$ cat config.mk
export PLATFORM = sky130hd
export DESIGN_NAME = fpms_core
export DESIGN_NICKNAME = d
export VERILOG_FILES = /design/src/fpms_pkg.sv /design/src/fpms_map_ram.sv /design/src/fpms_core.sv
export SDC_FILE = /design/constraint.sdc
export NUM_CORES = 2
export LEC_CHECK = 0
export CAP_MARGIN = 20
export CORE_AREA = 3 3 362 364
export CTS_CLUSTER_SIZE = 25
export DETAILED_ROUTE_END_ITERATION = 8
export DIE_AREA = 0 0 365 367
export DONT_BUFFER_PORTS = 1
export SYNTH_ARGS = -nofsm -noshare
export SYNTH_HDL_FRONTEND = slang
export SYNTH_SLANG_ARGS = --single-unit
export TNS_END_PERCENT = 1
$ cat constraint.sdc
create_clock -name clk -period 7.7 [get_ports clk]
set_clock_uncertainty 0.05 [all_clocks]
set_input_delay 1.155 -clock clk [delete_from_list [all_inputs] [get_ports clk]]
set_output_delay 1.155 -clock clk [all_outputs]
set_load 0.01 [all_outputs]
$ cat src/fpms_pkg.sv
/*
  Shared constants for the flat panel mapping and shading path.
  Assumes a 100 MHz video-side clock and a 640 by 480 split panel.
*/
package fpms_pkg;
  // ==========================================================
  // Panel geometry
  localparam int PANEL_LINES   = 480;
  localparam int PANEL_DOTS    = 640;
  localparam int LINE_W        = 10;
  localparam int HALF_LINES    = 240;
  // ==========================================================
  // Gray conversion
  localparam int GRAY_W        = 6;
  localparam int COEF_W        = 8;
  localparam logic [7:0] WGT_RED_RST   = 8'h4D;  // 0.30 of 256
  localparam logic [7:0] WGT_GREEN_RST = 8'h97;  // 0.59 of 256
  localparam logic [7:0] WGT_BLUE_RST  = 8'h1C;  // 0.11 of 256
  localparam int WGT_SHIFT     = 8;
  // ==========================================================
  // Shading
  localparam int FRM_W         = 5;
  localparam int SHADE_SEL_W   = 3;
  localparam logic [2:0] DEPTH_2  = 3'h0;
  localparam logic [2:0] DEPTH_4  = 3'h1;
  localparam logic [2:0] DEPTH_8  = 3'h2;
  localparam logic [2:0] DEPTH_16 = 3'h3;
  localparam logic [2:0] DEPTH_32 = 3'h4;
  localparam int PWM_W         = 4;
  localparam int CELL_DOTS     = 9;
  localparam int MIN_FRAME_HZ  = 70;
  localparam int MAP_DEPTH     = 32;
  localparam int MAP_W         = 32;
  typedef enum logic [1:0] {FPMS_MAP_TOP, FPMS_MAP_CENTER, FPMS_MAP_EXPAND} fpms_vmap_t;
endpackage

$ cat src/fpms_map_ram.sv
/*
  Pattern mapping RAM: one 32-frame dither pattern per shade.
  Assumes a single clock; read data come out of a register.
*/
`timescale 1ns/1ns
module fpms_map_ram #(
  parameter int DEPTH = 32,
  parameter int WIDTH = 32,
  parameter int AW    = 5
) (
  input  wire logic             clk,     // Video clock
  input  wire logic             wrEn,    // Write strobe
  input  wire logic [AW-1:0]    wrAddr,  // Write shade index
  input  wire logic [WIDTH-1:0] wrData,  // Pattern word
  input  wire logic [AW-1:0]    rdAddr,  // Read shade index
  output logic      [WIDTH-1:0] rdData   // Registered pattern
);
  logic [WIDTH-1:0] mem [DEPTH];

  // ==========================================================
  // Storage with registered read
  always_ff @(posedge clk) begin
    if (wrEn) begin
      mem[wrAddr] <= wrData;
    end
    rdData <= mem[rdAddr];
  end
endmodule

$ cat src/fpms_core.sv
/*
  Flat panel mapping and shading core: timing lock, vertical mapping,
  ninth dot drop, gray conversion, FRM or PWM shading, split output.
  Assumes an upstream pixel stream with valid/ready in the clk domain.
*/
// Notes on behaviour
// Panel timing registers are not written or read while locked.
// Centering shifts active area down by half of panel minus mode lines.
// Expansion doubles selected lines so short modes fill 480 lines.
// Expansion or centering is chosen by a configuration input.
// Ninth dot of each cell is dropped in 720-dot modes.
// Colour becomes one of 64 grays by weighted RGB sum.
// Weighting coefficients are software writable.
// Gray value becomes a dither pattern driving panel pixels.
// Frame rate modulation depth is 2, 4, 8, 16 or 32 shades.
// Patterns per shade come from a programmable mapping RAM.
// Modulation stays flicker free down to 70 Hz frames.
// PWM sends 2, 3 or 4 bits per pixel plus fast clock.
// Upper and lower halves refresh together in parallel.
// FRM LCD mode outputs four upper and four lower pixels per shift.
// Plasma mode outputs one four-bit pixel per clock; the core pops at most one pixel every second clock.
// Shading method is chosen by configuration, fixed for a frame; plasmaSel is not latched and switches to PWM levels at once.
// Mapping selection changes only at start of next frame.
`timescale 1ns/1ns
module fpms_core #(
  parameter int MODE_LINES_DEF = 350,
  parameter int DEPTH          = 2
) (
  input  wire logic        clk,         // 100 MHz clock
  input  wire logic        rst_b,       // Async reset, active low
  input  wire logic        lockOn,      // Controller locked
  input  wire logic        tmgWr,       // Timing register write
  input  wire logic [9:0]  tmgWrData,   // Mode line count to store
  output logic      [9:0]  tmgRdData,   // Timing readback
  input  wire logic        wgtWr,       // Weight write strobe
  input  wire logic [7:0]  wgtRed,      // Red weight
  input  wire logic [7:0]  wgtGreen,    // Green weight
  input  wire logic [7:0]  wgtBlue,     // Blue weight
  input  wire logic        mapWr,       // Pattern RAM write
  input  wire logic [4:0]  mapAddr,     // Pattern RAM shade index
  input  wire logic [31:0] mapData,     // Pattern word
  input  wire logic [1:0]  vmapSel,     // 0 top, 1 center, 2 expand
  input  wire logic        pwmSel,      // 1 selects PWM shading
  input  wire logic        plasmaSel,   // 1 selects plasma output
  input  wire logic [2:0]  depthSel,    // FRM shade depth code
  input  wire logic [1:0]  pwmBits,     // PWM bits: 2,3 or 4 coded 2..3 as 2,3 else 4
  input  wire logic        dot9Mode,    // 720-dot mode active
  input  wire logic        frameStart,  // Input frame begins
  input  wire logic        lineStart,   // Input line begins
  input  wire logic        inValid,     // Pixel valid
  output logic             inReady,     // Pixel accepted
  input  wire logic [5:0]  inRed,       // Red 6 bits
  input  wire logic [5:0]  inGreen,     // Green 6 bits
  input  wire logic [5:0]  inBlue,      // Blue 6 bits
  input  wire logic        isLower,     // Pixel belongs to lower half
  output logic             outValid,    // Output word valid
  input  wire logic        outReady,    // Panel side ready
  output logic      [3:0]  upperData,   // Upper half data
  output logic      [3:0]  lowerData,   // Lower half data
  output logic             shiftClk,    // Shift clock enable
  output logic             pwmClk,      // High speed shading clock
  output logic      [9:0]  panelLine,   // Output line number
  output logic             lineDouble   // Current line repeated
);
  // ==========================================================
  // Locked timing register and frame-latched configuration
  logic [9:0] modeLines_r;
  logic [1:0] vmap_r;
  logic       pwm_r;
  logic [2:0] depth_r;
  logic [7:0] wR_r, wG_r, wB_r;
  logic       lineWait_r;
  logic [4:0] frameCnt_r;

  wire tmgWrOk = tmgWr & ~lockOn;
  assign tmgRdData = lockOn ? 10'h000 : modeLines_r;

  // Hold panel timing register
  always_ff @(posedge clk or negedge rst_b) begin
    if (!rst_b) begin
      modeLines_r <= 10'(MODE_LINES_DEF);
    end else if (tmgWrOk) begin
      modeLines_r <= tmgWrData;
    end
  end

  // Latch mapping and method at frame start
  always_ff @(posedge clk or negedge rst_b) begin
    if (!rst_b) begin
      vmap_r  <= 2'h0;
      pwm_r   <= 1'b0;
      depth_r <= fpms_pkg::DEPTH_2;
      frameCnt_r <= 5'h00;
    end else if (frameStart) begin
      vmap_r  <= vmapSel;
      pwm_r   <= pwmSel;
      depth_r <= depthSel;
      frameCnt_r <= frameCnt_r + 5'h01;
    end
  end

  // Weight registers, software writable
  always_ff @(posedge clk or negedge rst_b) begin
    if (!rst_b) begin
      wR_r <= fpms_pkg::WGT_RED_RST;
      wG_r <= fpms_pkg::WGT_GREEN_RST;
      wB_r <= fpms_pkg::WGT_BLUE_RST;
    end else if (wgtWr) begin
      wR_r <= wgtRed;
      wG_r <= wgtGreen;
      wB_r <= wgtBlue;
    end
  end

  // ==========================================================
  // Vertical mapping: centering offset and expansion step
  logic [9:0]  outLine_r;
  logic [10:0] expAcc_r;
  logic        dbl_r;
  wire  [9:0]  lineDiff  = 10'(fpms_pkg::PANEL_LINES) - modeLines_r;
  wire  [9:0]  centerOff = {1'b0, lineDiff[9:1]};
  wire  [10:0] expSum    = expAcc_r + {1'b0, lineDiff};
  wire         expHit    = (vmap_r == 2'h2) && (expSum >= {1'b0, modeLines_r});

  // Line counter with offset and doubling
  always_ff @(posedge clk or negedge rst_b) begin
    if (!rst_b) begin
      outLine_r <= 10'h000;
      expAcc_r  <= 11'h000;
      dbl_r     <= 1'b0;
      lineWait_r <= 1'b0;
    end else begin
      if (frameStart) begin
        outLine_r <= (vmapSel == 2'h1) ? centerOff : 10'h000;
        expAcc_r  <= 11'h000;
        dbl_r     <= 1'b0;
        lineWait_r <= 1'b1;
      end else if (lineStart) begin
        if (!lineWait_r) begin
          outLine_r <= outLine_r + (dbl_r ? 10'h002 : 10'h001);
        end
        lineWait_r <= 1'b0;  // First line keeps the offset
        dbl_r     <= expHit;
        expAcc_r  <= expHit ? expSum - {1'b0, modeLines_r} : expSum;
      end
    end
  end
  assign panelLine  = outLine_r;
  assign lineDouble = dbl_r;

  // ==========================================================
  // Ninth dot drop
  logic [3:0] dotCnt_r;
  wire dropDot = dot9Mode && (dotCnt_r == 4'(fpms_pkg::CELL_DOTS - 1));

  // Dot within character cell
  always_ff @(posedge clk or negedge rst_b) begin
    if (!rst_b) begin
      dotCnt_r <= 4'h0;
    end else if (lineStart) begin
      dotCnt_r <= 4'h0;
    end else if (inValid && inReady) begin
      dotCnt_r <= dropDot ? 4'h0 : dotCnt_r + 4'h1;
    end
  end

  // ==========================================================
  // Gray conversion
  wire [15:0] graySum = wR_r * inRed + wG_r * inGreen + wB_r * inBlue;
  wire [5:0]  gray    = graySum[13:8];

  // ==========================================================
  // Two-entry buffer between input and panel output
  logic [5:0] bufGray  [DEPTH];
  logic       bufLow   [DEPTH];
  logic [1:0] bufCnt_r;
  logic       wrPtr_r, rdPtr_r;
  wire        bufPush  = inValid && inReady && !dropDot;
  wire        bufPop;
  assign inReady = (bufCnt_r != 2'(DEPTH));

  // Buffer pointers and storage
  always_ff @(posedge clk or negedge rst_b) begin
    if (!rst_b) begin
      bufCnt_r <= 2'h0;
      wrPtr_r  <= 1'b0;
      rdPtr_r  <= 1'b0;
      for (int i = 0; i < DEPTH; i++) begin
        bufGray[i] <= 6'h00;
        bufLow[i]  <= 1'b0;
      end
    end else begin
      if (bufPush) begin
        bufGray[wrPtr_r] <= gray;
        bufLow[wrPtr_r]  <= isLower;
        wrPtr_r <= ~wrPtr_r;
      end
      if (bufPop) begin
        rdPtr_r <= ~rdPtr_r;
      end
      bufCnt_r <= bufCnt_r + 2'(bufPush) - 2'(bufPop);
    end
  end
  wire       bufValid = (bufCnt_r != 2'h0);
  wire [5:0] headGray = bufGray[rdPtr_r];
  wire       headLow  = bufLow[rdPtr_r];

  // ==========================================================
  // FRM shading from pattern RAM
  logic [31:0] pattern;
  logic [2:0]  shadeBits;
  assign shadeBits = (depth_r > fpms_pkg::DEPTH_32) ? 3'h5 : depth_r + 3'h1;
  wire  [4:0] shadeIdx = 5'(headGray >> (3'h6 - shadeBits));

  fpms_map_ram #(
    .DEPTH (fpms_pkg::MAP_DEPTH),
    .WIDTH (fpms_pkg::MAP_W),
    .AW    (fpms_pkg::FRM_W)
  ) uMapRam (
    .clk    (clk),
    .wrEn   (mapWr),
    .wrAddr (mapAddr),
    .wrData (mapData),
    .rdAddr (shadeIdx),
    .rdData (pattern)
  );

  wire frmBit = pattern[frameCnt_r];

  // PWM level at selected depth
  wire [3:0] pwmLevel = (pwmBits == 2'h2) ? {headGray[5:4], 2'h0} :
                        (pwmBits == 2'h3) ? {headGray[5:3], 1'b0} : headGray[5:2];

  // ==========================================================
  // Output assembly: RAM latency is one cycle, so pop on second
  logic       ramOk_r;
  logic [1:0] upIdx_r, loIdx_r;
  logic [3:0] up_r, lo_r;
  logic       vld_r;
  logic       pwmClk_r;
  assign bufPop = bufValid && ramOk_r && (!vld_r || outReady);

  // Pattern fetch wait and packing
  always_ff @(posedge clk or negedge rst_b) begin
    if (!rst_b) begin
      ramOk_r <= 1'b0;
      upIdx_r <= 2'h0;
      loIdx_r <= 2'h0;
      up_r    <= 4'h0;
      lo_r    <= 4'h0;
      vld_r   <= 1'b0;
      pwmClk_r <= 1'b0;
    end else begin
      pwmClk_r <= ~pwmClk_r;
      ramOk_r <= bufValid && !bufPop;
      if (vld_r && outReady) begin
        vld_r <= 1'b0;
      end
      if (bufPop) begin
        if (pwm_r || plasmaSel) begin
          if (headLow && !plasmaSel) begin
            lo_r <= pwmLevel;
          end else begin
            up_r <= pwmLevel;
          end
          vld_r <= plasmaSel || headLow;
        end else if (headLow) begin
          lo_r[loIdx_r] <= frmBit;
          loIdx_r <= loIdx_r + 2'h1;
          vld_r <= (loIdx_r == 2'h3) && (upIdx_r == 2'h0);
        end else begin
          up_r[upIdx_r] <= frmBit;
          upIdx_r <= upIdx_r + 2'h1;
        end
      end
    end
  end
  assign upperData = up_r;
  assign lowerData = lo_r;
  assign outValid  = vld_r;
  assign shiftClk  = vld_r && outReady;
  assign pwmClk    = pwm_r & pwmClk_r;

  // ==========================================================
  // Checks
  AST_LOCK_HOLD: assert property (@(posedge clk) disable iff (!rst_b)
    lockOn && tmgWr |=> $stable(modeLines_r))
    else $error("timing register changed while locked");
  AST_LOCK_READ: assert property (@(posedge clk) disable iff (!rst_b)
    lockOn |-> tmgRdData == 10'h000)
    else $error("timing register readable while locked");
  AST_CENTER: assert property (@(posedge clk) disable iff (!rst_b)
    frameStart && vmapSel == 2'h1 |=> outLine_r == (10'(fpms_pkg::PANEL_LINES) - modeLines_r) / 10'h002)
    else $error("centering offset wrong");
  AST_MAP_FRAME: assert property (@(posedge clk) disable iff (!rst_b)
    !frameStart |=> $stable(vmap_r) && $stable(pwm_r))
    else $error("mapping changed mid frame");
  AST_DROP9: assert property (@(posedge clk) disable iff (!rst_b)
    dropDot |-> !bufPush)
    else $error("ninth dot entered buffer");
  AST_NO_OVERFLOW: assert property (@(posedge clk) disable iff (!rst_b)
    bufCnt_r == 2'h2 |-> !inReady)
    else $error("buffer accepted while full");
  AST_HOLD_OUT: assert property (@(posedge clk) disable iff (!rst_b)
    outValid && !outReady |=> outValid && $stable(upperData) && $stable(lowerData))
    else $error("output dropped under stall");
  AST_DEPTH: assert property (@(posedge clk) disable iff (!rst_b)
    shadeBits >= 3'h1 && shadeBits <= 3'h5)
    else $error("shade depth out of range");
endmodule

==> reports/metrics.yaml <==
floorplanning:
  die_area_um2: 134000
  die_w_um: 365
  die_y_um: 367
  start_util: 0.400
  fp-row-count: 131
  core_um2: 128000
  io_pins: 143
synthesis:
  postSynth.asyncResetShare: 0.0889
  syn_inst: 3945
  netlist.area_leader.share: 0.602
  yosysSeqAreaShare: 0.666
  synth_edf_count: 1024
  synth.avg_cell_area_um2: 12.9
  yosysUniqueCellTypes: 67
  ys.flop_type: "edfxtp_1"
  syn_nets: 4255
  ys_top_cells_by_area: "edfxtp_1, nand2_1, fa_1"
  synthMostInstantiatedCell: "edfxtp_1"
  synth_common_cells: "edfxtp_1, nand2_1, a21oi_1, nand3_1, inv_1"
  synth_top_cell_by_area: "edfxtp_1"
  synth_warnings: 0
  netlist_area_um2: 51100
  synth-seq-cells: 1159
flow_run:
  maxCapViolCount: 0
routing:
  vias: 32100
  met2_wirelength_um: 62200
  drt_wl_total_um: 137000
  remaining_drc_errors: 0
  first_pass_iters: 5
  detail_route.iter0.violations: 3293
  met3_length_um: 12300
  top_layer: "met4"
  wl_met1_um: 59000
  drt-wirelength-per-cell_um: 24.2
  final_antenna_net_count: 0
  vias_per_cell: 5.64
setup_path:
  slowest_delay_ns: 0.62
  worst-path-buf-inv: 3
  worstSetupStartpoint: "wB_r[3]$_DFFE_PN1P_"
  crit_top_cell: "fa_1"
  start_kind: "flip-flop"
  path_depth: 19
  regToRegSetupSlack_ns: 1.83
  reg2reg_to: "bufGray[10]$_DFFE_PN0P_"
  worstPathCellList: "nand2_1 > fa_1 > inv_1 > fa_1 > fa_1 > fa_1 > fa_1 > inv_1 > fa_1 > inv_1 > ha_1 > o21ai_0 > a22oi_1 > and3_1 > o31a_1 > o21a_1 > nor2_1 > xnor2_1 > mux2_2"
  timing_worst_setup_path_type: "reg -> reg"
  crit_fanout: 7
  arrival_ns: 6.41
  reg2regPathDepth: 19
  critPathTopFamily: "adder cells"
  crit_path_end: "bufGray[10]$_DFFE_PN0P_"
  r2r_start: "wB_r[3]$_DFFE_PN1P_"
  cp_slowest_cell: "dfstp_2"
  crit_path_end_kind: "flip-flop"
  cp.required_ns: 8.24
global_routing:
  antenna_found_initial: 1
  grt_remaining_overflow: 0
  grt_max_degree: 131
  grtUsageTotal: 0.204
  grt_pass1_wl_um: 204000
  first_global_vias: 31300
final_layout:
  fillers: 11300
  layout.nets: 4235
  drive_gt1_frac: 0.0947
  diodes: 0
  syn_to_final_growth_pct: 12.0
timing:
  relSlewSlack: 0.229
  worstMarginPinSlew_ns: 1.16
  setup_viol: 0
  worst_slack_ns: 1.83
  hold_viol: 0
  slew_violations: 0
  setup_tns_ns: 0
  final.period_utilization: 0.762
  max_freq_mhz: 170
  rsz0062_at_grt: "false"
  period_needed_ns: 5.87
placement:
  place.gp.congestion: 0.803
  io_buffers: 0
  dp_slack_ns: 1.22
  dp_hpwl_um: 79600
clock_network:
  cts_root_buf: "clkbuf_16"
  cts_setup_buffers: 0
  htree_levels: 3
  clk_pin_slew_ns: 0.06
  numCtsBuffers: 119
  post_cts_resized: 0
  cts.path.max_buffers: 3
  worstSkewPairLatency_ns: 0.77
  cts_tree: "built"
  cts_sinks: 1159
pwr:
  cellPowerDensity_nw_per_um2: 369
  clockPowerShare: 0.278
  power_frac_comb: 0.369
  p_seq_frac: 0.353
  sw_frac_of_total: 0.363
  p_leak_nw: 19.9
  ir_worst_vdd_v: 0.000452
  p_switching_w: 0.00767
  p_int_w: 0.0135
outcome:
  status: "finished, final reports clean"
hold_path:
  hp-class: "in -> async"
==> power by group through the flow <==
stage	Clock, W	Combinational, W	Sequential [W]
final	0.00588	0.00779	0.00745
after global routing	0.00624	0.00871	0.00748
after CTS	0.00598	0.00785	0.00745
after detailed placement	0	0.00778	0.00757
after global placement	0	0.00766	0.00757
after floorplan	0	0.00561	0.00743
==> worst reg2reg max path, cell delays in order, from the launching register on <==
cell and delay, ns:
dfstp_2 0.62, nand2_1 0.10, fa_1 0.53, inv_1 0.05, fa_1 0.48, fa_1 0.60
fa_1 0.45, fa_1 0.49, inv_1 0.05, fa_1 0.47, inv_1 0.05, ha_1 0.26
o21ai_0 0.16, a22oi_1 0.10, and3_1 0.25, o31a_1 0.32, o21a_1 0.22, nor2_1 0.13
xnor2_1 0.11, mux2_2 0.28
==> registers in the layout, indices dropped and copies added (netlist names), 4 cells and up <==
name and cells:
upperData 4, uMapRam.rdData 32, uMapRam.mem 1024, frameCnt_r 5
dotCnt_r 4, wR_r 8, modeLines_r 10, panelLine 10
bufGray 10, lowerData 4, wB_r 8, expAcc_r 11
wG_r 8
==> repair_timing <==
item                       4_1_cts  5_1_grt
hold endpoints to repair         1        0
setup endpoints to repair        0        0
hold buffers                     1        0
==> worst min-delay path by stage <==
stage	to	slack, ns	from	cells past startpoint
2_1_floorplan	pwmClk_r$_DFF_PN0_	0.34	pwmClk_r$_DFF_PN0_	1
3_3_place_gp	pwmClk_r$_DFF_PN0_	0.35	pwmClk_r$_DFF_PN0_	1
3_5_place_dp	pwmClk_r$_DFF_PN0_	0.35	pwmClk_r$_DFF_PN0_	1
4_1_cts	frameCnt_r[4]$_DFFE_PN0P_	0.01	rst_b	0
5_1_grt	frameCnt_r[1]$_DFFE_PN0P_	0.02	rst_b	0
6_report	wB_r[1]$_DFFE_PN0P_	0.09	rst_b	0
==> per-layer routing <==
metal / vias to the layer above / track usage
li1: 14300 / -
met1: 16300 / 0.286
met2: 1297 / 0.316
met3: 201 / 0.0487
met4: 0 / 0.0594
met5: - / 0
==> cell type report <==
cell class,count,area [µm²],share of cell area
clock inverters,59,714,0.0125
well taps,1662,2080,0.0364
multi-input cells,2404,15800,0.277
flip-flops and latches,1159,34000,0.595
inverters,177,664,0.0116
repair buffers,64,553,0.00967
clock buffers,161,3320,0.0580
==> cell families after synthesis <==
logic type	share of synthesized area
AOI/OAI and AO/OA	0.0780
and+or+nand+nor	0.128
adders and majority gates	0.0661
xor gates and xnor gates	0.00772
DFF	0.666
muxes	0.0236
buffers and inverters	0.0312
==> cells in the final DEF, fill, tap and decap left out, types with 16 or more instances in the layout <==
| cell | count |
|---|---|
| a211oi_1 | 73 |
| a21oi_1 | 232 |
| a22oi_1 | 129 |
| a32oi_1 | 32 |
| and2_1 | 76 |
| buf_4 | 58 |
| clkbuf_1 | 25 |
| clkbuf_16 | 120 |
| clkbuf_8 | 16 |
| clkinv_2 | 25 |
| dfrtp_1 | 84 |
| dfstp_2 | 18 |
| dfxtp_1 | 32 |
| edfxtp_1 | 1024 |
| fa_1 | 116 |
| ha_1 | 84 |
| inv_1 | 177 |
| mux2_2 | 43 |
| mux2i_1 | 44 |
| nand2_1 | 742 |
| nand3_1 | 202 |
| nand4_1 | 102 |
| nor2_1 | 73 |
| nor2_4 | 35 |
| nor2b_1 | 72 |
| nor3_1 | 46 |
| o21ai_0 | 98 |
| or3_1 | 37 |
| xnor2_1 | 35 |
==> metrics by stage <==
| stage | area, µm² | util | hold slack [ns] | instances | power [W] |
|---|---|---|---|---|---|
| 2_1_floorplan | 51100 | - | 0.337 | 3945 | 0.0130 |
| 3_3_place_gp | 53100 | 0.416 | 0.354 | 5462 | 0.0152 |
| 3_5_place_dp | 53100 | 0.416 | 0.353 | 5464 | 0.0154 |
| 4_1_cts | 57100 | 0.448 | 0.0147 | 5685 | 0.0213 |
| 5_1_grt | 57200 | 0.448 | 0.0186 | 5686 | 0.0224 |
| 6_report | 57200 | 0.448 | 0.0872 | 5686 | 0.0211 |
Note: power is estimated with default switching activity, not from simulation.
